$ cat config.mk
export PLATFORM = sky130hd
export DESIGN_NAME = usu_core
export DESIGN_NICKNAME = d
export VERILOG_FILES = /design/src/usu_pkg.sv /design/src/usu_det_if.sv /design/src/usu_core.sv /design/src/usu_start_detect.sv
export SDC_FILE = /design/constraint.sdc
export NUM_CORES = 1
export LEC_CHECK = 0
export BUFFER_PORTS_ARGS = -buffer_cell sky130_fd_sc_hd__buf_2
export CAP_MARGIN = 10
export CORE_UTILIZATION = 45
export DETAILED_ROUTE_END_ITERATION = 8
export PLACE_DENSITY = 0.83
export SETUP_SLACK_MARGIN = 0.1
export SLEW_MARGIN = 25
export SYNTH_ARGS = -nofsm -noshare
export SYNTH_HDL_FRONTEND = slang
export SYNTH_SLANG_ARGS = --single-unit
$ cat constraint.sdc
create_clock -name sys_clk -period 2.8 [get_ports sys_clk]
set_input_delay 0.28 -clock sys_clk [delete_from_list [all_inputs] [get_ports sys_clk]]
set_output_delay 0.28 -clock sys_clk [all_outputs]
set_load 0.1 [all_outputs]
$ cat src/usu_pkg.sv
/*
  Shared constants for the two-wire serial shift unit: wire modes, clock
  source codes, counter limits, hold states and timing figures.
  Assumes a single 10 MHz system clock feeding every module of the unit.
*/
package usu_pkg;

  // Wire mode field values
  localparam logic [1:0] MODE_OFF = 2'h0;
  localparam logic [1:0] MODE_THREE = 2'h1;
  localparam logic [1:0] MODE_TWO = 2'h2;
  localparam logic [1:0] MODE_TWO_OVF_HOLD = 2'h3;

  // Clock source select field values {high, low}
  localparam logic [1:0] CS_SOFT_STROBE = 2'h0;
  localparam logic [1:0] CS_TIMER_MATCH = 2'h1;
  localparam logic [1:0] CS_EXT_RISE = 2'h2;
  localparam logic [1:0] CS_EXT_FALL = 2'h3;

  // Counter and data register figures
  localparam int COUNT_W = 4;
  localparam int DATA_W = 8;
  localparam logic [3:0] COUNT_MAX = 4'hF;
  localparam logic [3:0] COUNT_ONE = 4'h1;
  localparam logic [3:0] COUNT_RST = 4'h0;
  localparam logic [3:0] COUNT_ACK_PRESET = 4'hE;
  localparam logic [7:0] DATA_RST = 8'hFF;
  localparam int DATA_MSB = 7;

  // Clock-control hold states
  typedef enum logic [1:0] {
    USU_HOLD_NONE = 2'b00,
    USU_HOLD_ARMED = 2'b01,
    USU_HOLD_START = 2'b10,
    USU_HOLD_OVF = 2'b11
  } usu_hold_t;

  // Timing: least SDA delay in the start detector, rounded up to cycles
  localparam int SYS_CLK_PERIOD_NS = 100;
  localparam int SDA_DELAY_MIN_NS = 50;
  localparam int SDA_DELAY_MAX_NS = 300;
  localparam int SDA_DELAY_CYC_RAW =
    (SDA_DELAY_MIN_NS + SYS_CLK_PERIOD_NS - 1) / SYS_CLK_PERIOD_NS;
  localparam int SDA_DELAY_CYC = (SDA_DELAY_CYC_RAW < 1) ? 1 : SDA_DELAY_CYC_RAW;

endpackage

$ cat src/usu_det_if.sv
/*
  Carrier between the shift unit core and its start condition detector.
  Assumes both ends run on sys_clk; raw pin levels enter unsynchronised.
*/
`timescale 1ns/1ps
`default_nettype none

interface usu_det_if;
  logic sda_pin;
  logic scl_pin;
  logic enable;
  logic sda_s;
  logic scl_s;
  logic scl_rise;
  logic scl_fall;
  logic start_pulse;

  modport det (
    input sda_pin,
    input scl_pin,
    input enable,
    output sda_s,
    output scl_s,
    output scl_rise,
    output scl_fall,
    output start_pulse
  );

  modport core (
    output sda_pin,
    output scl_pin,
    output enable,
    input sda_s,
    input scl_s,
    input scl_rise,
    input scl_fall,
    input start_pulse
  );
endinterface

`default_nettype wire

$ cat src/usu_core.sv
/*
  Universal serial shift unit in its two-wire operating mode: open-drain
  SDA/SCL drive, shift data register, 4-bit edge counter, start-seen and
  overflow flags and the slave clock hold. Control bits are plain ports.
  Assumes software drives the control ports on sys_clk and that the
  bench resolves the open-drain wires from the output enables.
*/
`timescale 1ns/1ps
`default_nettype none

module usu_core (
  input wire logic sys_clk,
  input wire logic rst,
  input wire logic sda_in,
  input wire logic scl_in,
  output logic sda_out,
  output logic sda_oe_n,
  output logic scl_out,
  output logic scl_oe_n,
  input wire logic [1:0] wire_mode,
  input wire logic [1:0] clock_source_sel,
  input wire logic soft_clock_strobe,
  input wire logic timer_match,
  input wire logic sda_pin_output_latch,
  input wire logic scl_pin_output_latch,
  input wire logic sda_pin_direction,
  input wire logic scl_pin_direction,
  input wire logic data_wr,
  input wire logic [7:0] data_wdata,
  input wire logic count_wr,
  input wire logic [3:0] count_wdata,
  input wire logic start_flag_clr,
  input wire logic ovf_flag_clr,
  input wire logic start_irq_en,
  input wire logic ovf_irq_en,
  output logic [7:0] shift_data_register,
  output logic [3:0] count,
  output logic start_seen_flag,
  output logic count_overflow_flag,
  output logic start_irq,
  output logic ovf_irq
);

  usu_det_if det_bus ();

  logic two_wire;
  logic ext_src;
  logic count_evt;
  logic shift_evt;
  logic wrap;
  logic [7:0] shift_q;
  logic [7:0] shift_d;
  logic [3:0] count_q;
  logic [3:0] count_d;
  logic out_bit_q;
  logic out_bit_d;
  logic start_flag_q;
  logic start_flag_d;
  logic ovf_flag_q;
  logic ovf_flag_d;
  usu_pkg::usu_hold_t hold_q;
  usu_pkg::usu_hold_t hold_d;
  logic sda_oe_n_q;
  logic sda_oe_n_d;
  logic scl_oe_n_q;
  logic scl_oe_n_d;
  logic start_irq_q;
  logic start_irq_d;
  logic ovf_irq_q;
  logic ovf_irq_d;

  // Raw pins go straight in; no filtering is applied on either line
  assign det_bus.sda_pin = sda_in;
  assign det_bus.scl_pin = scl_in;
  assign det_bus.enable = two_wire;

  usu_start_detect u_det (
    .sys_clk(sys_clk),
    .rst(rst),
    .bus(det_bus)
  );

  // Mode decode and clock event selection
  always_comb begin
    two_wire = wire_mode[1];
    ext_src = clock_source_sel[1];
    // Edge-interrupt use is the external source with count preset to F
    case (clock_source_sel)
      usu_pkg::CS_SOFT_STROBE: begin
        shift_evt = soft_clock_strobe;
        count_evt = soft_clock_strobe;
      end
      usu_pkg::CS_TIMER_MATCH: begin
        shift_evt = timer_match;
        count_evt = timer_match;
      end
      usu_pkg::CS_EXT_RISE: begin
        shift_evt = det_bus.scl_rise;
        count_evt = det_bus.scl_rise | det_bus.scl_fall;
      end
      default: begin
        shift_evt = det_bus.scl_fall;
        count_evt = det_bus.scl_rise | det_bus.scl_fall;
      end
    endcase
    wrap = count_evt & (count_q == usu_pkg::COUNT_MAX) & ~count_wr;
  end

  // Shift register, edge counter and output bit latch
  always_comb begin
    shift_d = shift_q;
    count_d = count_q;
    out_bit_d = out_bit_q;
    if (data_wr) begin
      shift_d = data_wdata;
    end else if (shift_evt) begin
      shift_d = {shift_q[usu_pkg::DATA_MSB-1:0], det_bus.sda_s};
    end
    // Software load wins; 14 makes the acknowledge edges end in overflow
    if (count_wr) begin
      count_d = count_wdata;
    end else if (count_evt) begin
      count_d = count_q + usu_pkg::COUNT_ONE;
    end
    // With an external clock the output bit moves only on a data write or while SCL is low, away from the sampling edge
    if (data_wr || !ext_src || !det_bus.scl_s) begin
      out_bit_d = shift_d[usu_pkg::DATA_MSB];
    end
  end

  always_ff @(posedge sys_clk) begin
    if (rst) begin
      shift_q <= usu_pkg::DATA_RST;
      count_q <= usu_pkg::COUNT_RST;
      out_bit_q <= 1'b1;
    end else begin
      shift_q <= shift_d;
      count_q <= count_d;
      out_bit_q <= out_bit_d;
    end
  end

  // Sticky flags; a set in the clearing cycle wins over the clear
  always_comb begin
    start_flag_d = start_flag_q;
    ovf_flag_d = ovf_flag_q;
    if (start_flag_clr) begin
      start_flag_d = 1'b0;
    end
    if (det_bus.start_pulse) begin
      start_flag_d = 1'b1;
    end
    if (ovf_flag_clr) begin
      ovf_flag_d = 1'b0;
    end
    if (wrap) begin
      ovf_flag_d = 1'b1;
    end
    start_irq_d = start_flag_d & start_irq_en;
    ovf_irq_d = ovf_flag_d & ovf_irq_en;
  end

  always_ff @(posedge sys_clk) begin
    if (rst) begin
      start_flag_q <= 1'b0;
      ovf_flag_q <= 1'b0;
      start_irq_q <= 1'b0;
      ovf_irq_q <= 1'b0;
    end else begin
      start_flag_q <= start_flag_d;
      ovf_flag_q <= ovf_flag_d;
      start_irq_q <= start_irq_d;
      ovf_irq_q <= ovf_irq_d;
    end
  end

  // Clock hold: software gets time while SCL is pinned low
  always_comb begin
    hold_d = hold_q;
    if (!two_wire) begin
      hold_d = usu_pkg::USU_HOLD_NONE;
    end else begin
      case (hold_q)
        usu_pkg::USU_HOLD_NONE: begin
          if (det_bus.start_pulse) begin
            hold_d = usu_pkg::USU_HOLD_ARMED;
          end else if (wrap && wire_mode == usu_pkg::MODE_TWO_OVF_HOLD) begin
            hold_d = usu_pkg::USU_HOLD_OVF;
          end
        end
        usu_pkg::USU_HOLD_ARMED: begin
          if (start_flag_clr && !det_bus.start_pulse) begin
            hold_d = usu_pkg::USU_HOLD_NONE;
          end else if (det_bus.scl_fall) begin
            hold_d = usu_pkg::USU_HOLD_START;
          end
        end
        usu_pkg::USU_HOLD_START: begin
          if (start_flag_clr && !det_bus.start_pulse) begin
            hold_d = usu_pkg::USU_HOLD_NONE;
          end
        end
        usu_pkg::USU_HOLD_OVF: begin
          // Clearing overflow lets an unaddressed slave go idle
          if (det_bus.start_pulse) begin
            hold_d = usu_pkg::USU_HOLD_ARMED;
          end else if (ovf_flag_clr && !wrap) begin
            hold_d = usu_pkg::USU_HOLD_NONE;
          end
        end
        default: begin
          hold_d = usu_pkg::USU_HOLD_NONE;
        end
      endcase
    end
  end

  // Open-drain drive; enable low means the pin is pulled low
  always_comb begin
    sda_oe_n_d = 1'b1;
    scl_oe_n_d = 1'b1;
    if (wire_mode == usu_pkg::MODE_THREE) begin
      // SDA released; SCL follows the latch where the direction bit allows
      scl_oe_n_d = ~(scl_pin_direction & ~scl_pin_output_latch);
    end else if (two_wire) begin
      // Zero in top bit or latch pulls SDA: start, ack or data zero
      sda_oe_n_d = ~(sda_pin_direction & (~out_bit_q | ~sda_pin_output_latch));
      scl_oe_n_d = ~(scl_pin_direction & (~scl_pin_output_latch
        | hold_q == usu_pkg::USU_HOLD_START | hold_q == usu_pkg::USU_HOLD_OVF));
    end
  end

  always_ff @(posedge sys_clk) begin
    if (rst) begin
      hold_q <= usu_pkg::USU_HOLD_NONE;
      sda_oe_n_q <= 1'b1;
      scl_oe_n_q <= 1'b1;
    end else begin
      hold_q <= hold_d;
      sda_oe_n_q <= sda_oe_n_d;
      scl_oe_n_q <= scl_oe_n_d;
    end
  end

  // Output data level is always low; only the enables move
  always_ff @(posedge sys_clk) begin
    if (rst) begin
      sda_out <= 1'b0;
      scl_out <= 1'b0;
    end else begin
      sda_out <= 1'b0;
      scl_out <= 1'b0;
    end
  end

  assign sda_oe_n = sda_oe_n_q;
  assign scl_oe_n = scl_oe_n_q;
  assign shift_data_register = shift_q;
  assign count = count_q;
  assign start_seen_flag = start_flag_q;
  assign count_overflow_flag = ovf_flag_q;
  assign start_irq = start_irq_q;
  assign ovf_irq = ovf_irq_q;

  a_ovf_sets_flag: assert property (@(posedge sys_clk) disable iff (rst)
    (count_evt && !count_wr && count_q == usu_pkg::COUNT_MAX)
      |=> (ovf_flag_q && count_q == usu_pkg::COUNT_RST))
    else $error("overflow did not wrap and set flag");

  a_count_steps: assert property (@(posedge sys_clk) disable iff (rst)
    (count_evt && !count_wr) |=> (count_q == $past(count_q) + usu_pkg::COUNT_ONE))
    else $error("counter did not advance on clock edge");

  a_start_flag_set: assert property (@(posedge sys_clk) disable iff (rst)
    det_bus.start_pulse |=> start_seen_flag ##1 (start_irq == start_irq_en))
    else $error("start pulse did not set flag");

  a_start_hold_low: assert property (@(posedge sys_clk) disable iff (rst)
    (hold_q == usu_pkg::USU_HOLD_ARMED && det_bus.scl_fall && !start_flag_clr
      && two_wire && scl_pin_direction) |=> ##1 !scl_oe_n)
    else $error("scl not held after start");

  a_start_release: assert property (@(posedge sys_clk) disable iff (rst)
    (hold_q == usu_pkg::USU_HOLD_START && start_flag_clr && !det_bus.start_pulse)
      |=> hold_q == usu_pkg::USU_HOLD_NONE)
    else $error("start hold not released by clear");

  a_ovf_hold_low: assert property (@(posedge sys_clk) disable iff (rst)
    (wrap && wire_mode == usu_pkg::MODE_TWO_OVF_HOLD && hold_q == usu_pkg::USU_HOLD_NONE
      && !det_bus.start_pulse) |=> hold_q == usu_pkg::USU_HOLD_OVF)
    else $error("overflow did not hold scl");

  a_shift_sample: assert property (@(posedge sys_clk) disable iff (rst)
    (shift_evt && !data_wr) |=> (shift_q[0] == $past(det_bus.sda_s)
      && shift_q[7:1] == $past(shift_q[6:0])))
    else $error("sda not shifted in");

  a_sda_drive: assert property (@(posedge sys_clk) disable iff (rst)
    (two_wire && sda_pin_direction && !sda_pin_output_latch) |=> !sda_oe_n)
    else $error("sda not pulled low by latch");

  a_mode_off_quiet: assert property (@(posedge sys_clk) disable iff (rst)
    (wire_mode == usu_pkg::MODE_OFF) |=> (sda_oe_n && scl_oe_n))
    else $error("pins driven with unit off");

endmodule

`default_nettype wire

$ cat src/usu_start_detect.sv
/*
  Pin synchronisers, SCL edge finder and start condition detector.
  Assumes pins are asynchronous to sys_clk and SCL stays at most at half
  the system clock rate, so every level lasts at least one sample.
*/
`timescale 1ns/1ps
`default_nettype none

module usu_start_detect (
  input wire logic sys_clk,
  input wire logic rst,
  usu_det_if.det bus
);

  logic [1:0] sda_sync_q;
  logic [1:0] sda_sync_d;
  logic [1:0] scl_sync_q;
  logic [1:0] scl_sync_d;
  logic scl_prev_q;
  logic scl_prev_d;
  logic [usu_pkg::SDA_DELAY_CYC:0] sda_dly_q;
  logic [usu_pkg::SDA_DELAY_CYC:0] sda_dly_d;

  // Two-stage synchronisers; stage 0 feeds only stage 1
  always_comb begin
    sda_sync_d = {sda_sync_q[0], bus.sda_pin};
    scl_sync_d = {scl_sync_q[0], bus.scl_pin};
    scl_prev_d = scl_sync_q[1];
    // SDA trails SCL so SCL is settled when SDA is seen falling
    sda_dly_d = {sda_dly_q[usu_pkg::SDA_DELAY_CYC-1:0], sda_sync_q[1]};
  end

  always_ff @(posedge sys_clk) begin
    if (rst) begin
      sda_sync_q <= 2'h3;
      scl_sync_q <= 2'h3;
      scl_prev_q <= 1'b1;
      sda_dly_q <= '1;
    end else begin
      sda_sync_q <= sda_sync_d;
      scl_sync_q <= scl_sync_d;
      scl_prev_q <= scl_prev_d;
      sda_dly_q <= sda_dly_d;
    end
  end

  // Edges of the bus clock, found by sampling; needs SCL under half rate
  assign bus.sda_s = sda_sync_q[1];
  assign bus.scl_s = scl_sync_q[1];
  assign bus.scl_rise = scl_sync_q[1] & ~scl_prev_q;
  assign bus.scl_fall = ~scl_sync_q[1] & scl_prev_q;

  // Start: delayed SDA falls while SCL high, two-wire modes only
  assign bus.start_pulse = bus.enable & scl_sync_q[1]
    & sda_dly_q[usu_pkg::SDA_DELAY_CYC] & ~sda_dly_q[usu_pkg::SDA_DELAY_CYC-1];

endmodule

`default_nettype wire
==> metrics.txt <==
Core ar.=around 0.0027 mm²; fraction of layout cells with a size suffix above 1=0.335; Post-layout nets=221; most frequent cells in the layout=49 x buf_2, 28 x dfxtp_1, 14 x nor2_1; worst endpoint required time=a little over 3 ns; fin worst setup slack=about 0.77 ns; DRC Markers=0; DP HPWL=~1800 µm; Final Max Tran Viols=0; combinational power share=0.241; grt total ovfl=0; Post-Synthesis Cells=138; yosys warns=0; crit path launch=u_det.scl_sync_q[1]; PortBufs=49; hold_ws=0.111 ns; post-DR vias/cell=approximately 5; CTS resizes=0; XOR/XNOR Fraction of Synth Area=0.0204; die width=around 55 µm; largest family of logic cells by synthesized area=simple AND/OR/NAND/NOR gates; Sw Ratio=0.317; P per Cell Area=576 mW/mm²; Clk Latency, worst-skew pair=0.33 ns; Post-CTS Setup Bufs=0; Post-Synthesis Cell Area=0.00129 mm²; R2R Path Start=u_det.scl_sync_q[1]; first-pass GRT wire length=just over 4000 µm; pre-CTS setup slack=0.804 ns; final WL=2380 µm; # diodes=0; #FFs+latches synth=28; maxcap violations=0; Adder-Cell Fraction of Synth Area=0.0292; RSZ-0062 raised after global routing=no; share of the clock period used by the worst path=0.725; crit path max fanout=8; commonest non-fill, non-tap cell in the layout=buf_2; 1st-iter DRT viols=22; simple-gate share of the synthesized area=0.216; NetSw=roughly 0.00029 W; final setup vio count=0; Fmax=0.492 GHz; Crit Path Class=register to register; R2R depth=6; Clock Tree Buf Depth=2; Synth cell types=38; Compound-Gate Fraction of Synth Area=0.114; CTS sink cnt=28; hold_buf cts=0; Worst Setup EP=out_bit_q; minimum clock period=2.03 ns; synth-to-layout area growth=22.9%; DR vias=1099; initial cell density of the core=0.471; largest net degree at the start of global routing=21; post-synthesis mux area share=0.133; die area=0.00308 mm²; initial antenna violation count=0; status=finished, final reports clean; Peak supply drop=~350 µV; final hold vios=0; HP Class=input pin to register; Die H=roughly 55 µm; Tot Pwr=0.000911 W; io pins=52; clock share of power=0.286; remaining antenna violation count=0; vias in the first global route=about 1000; Clock transition at path regs=between 0.1 and 0.15 ns; CP Launch Type=register; Synth Area per Inst=9.33 µm²; Final GP Congestion=between 0.7 and 0.8; wire length per cell=11.0 µm; CTS Buf Count=3; H-tree levels=1; Reg-to-Reg End=out_bit_q; setup_tns=0 ns; Arr. time, crit path=approximately 2.3 ns; FF-to-FF setup slack=between 0.7 and 0.8 ns; row count=19; sequential fraction of the synthesis area=0.435; root cell of the clock tree=clkbuf_4; CTS tree=done; sequential fraction of design power=0.472; Final Skew=0.00386 ns; worst hold path cell count=2; First-pass DRT Iterations=4; endpoint class of the critical path=register; Pleak=roughly 0.73 nW; Tot GR Track Use=0.162; Pint=0.000622 W
worst max-delay path, stage by stage (launching register included):
cell	delay (ns)
dfxtp_1	0.42
inv_1	0.07
ha_1	0.23
mux4_2	0.63
mux2_4	0.36
mux2i_4	0.16
o21ai_1	0.07
power by group through the flow:
stage | clock network, W | logic (W) | registers (W)
floorplan | 0 | 0.0000811 | 0.000534
global placement | 0 | 0.000218 | 0.000439
detailed placement | 0 | 0.000220 | 0.000439
CTS | 0.000265 | 0.000220 | 0.000431
global route | 0.000286 | 0.000233 | 0.000433
finish | 0.000261 | 0.000220 | 0.000430
cell families (layout without fill, tap and decap cells):
logic type,Yosys count,in the layout
AO/OA/AOI/OAI,24,24
XOR/XNOR,3,3
adder cells (fa/ha/maj),3,3
buffers and inverters,12,58
flip-flops,28,28
multiplexers,14,14
other,1,2
AND/OR/NAND/NOR,53,53
cells in the mapped netlist:
cell / count / area [µm²]
nand2b_1: 4 / 25.0
conb_1: 1 / 3.75
a21oi_1: 11 / 55.1
xnor2_1: 1 / 8.76
nor2_1: 14 / 52.6
or3_1: 1 / 6.26
nand4_1: 1 / 6.26
xor2_1: 2 / 17.5
nor3b_1: 1 / 7.51
o211ai_2: 1 / 12.5
o21ai_1: 5 / 25.0
o31a_1: 1 / 8.76
ha_1: 3 / 37.5
or2_2: 4 / 25.0
mux2_4: 1 / 15.0
buf_6: 1 / 11.3
clkbuf_1: 3 / 11.3
mux4_2: 1 / 22.5
dfxtp_1: 28 / 561
and4_1: 1 / 8.76
nand3b_1: 1 / 7.51
or2_1: 3 / 18.8
mux2i_1: 10 / 100
mux2_2: 1 / 11.3
inv_1: 5 / 18.8
buf_4: 3 / 22.5
nand2_1: 9 / 33.8
o22ai_1: 1 / 6.26
nand3_1: 3 / 15.0
nand4b_1: 1 / 8.76
and2_1: 3 / 18.8
o21a_1: 2 / 15.0
mux2i_4: 1 / 22.5
nor2b_1: 5 / 31.3
a22oi_1: 1 / 7.51
a211oi_1: 1 / 7.51
nor4_1: 2 / 12.5
o41ai_1: 1 / 8.76
cell type report:
type	count	area, µm²
Clock buffer	3	22.5
Timing Repair Buffer	49	245
Inverter	5	18.8
Fill cell	246	1150
Tap cell	31	38.8
Multi-Input combinational cell	99	667
Clock inverter	1	30.0
Sequential cell	28	561
sequential cells by signal, summed over array words and instances, names as in the netlist:
register             count
count                    4
count_overflow_flag      1
hold_q                   2
out_bit_q                1
ovf_irq                  1
scl_oe_n                 1
sda_oe_n                 1
shift_data_register      8
start_irq                1
start_seen_flag          1
u_det.scl_prev_q         1
u_det.scl_sync_q         2
u_det.sda_dly_q          2
u_det.sda_sync_q         2
layer usage:
metal,vias up,track usage,share of wire
met5,-,0,0
met4,0,0.0643,0.018
met3,5,0.0281,0.067
met2,47,0.248,0.44
met1,487,0.226,0.48
li1,560,-,-
stage by stage:
stage,cell area (µm²),instances,utilization
floorplan,1290,139,-
global placement,1530,212,0.560
detailed placement,1530,212,0.560
CTS,1580,216,0.579
global route,1580,216,0.579
finish,1580,216,0.579
how the worst min path moves through the flow:
stage	from	to	slack (ns)
floorplan	sda_pin_direction	sda_oe_n	0.35
CTS	sda_pin_direction	sda_oe_n	0.11
finish	sda_pin_direction	sda_oe_n	0.11
global route	sda_pin_direction	sda_oe_n	0.10
global placement	u_det.sda_sync_q[0]	u_det.sda_sync_q[1]	0.39
detailed placement	u_det.sda_sync_q[0]	u_det.sda_sync_q[1]	0.39
Note: power is estimated with default switching activity, not from simulation.
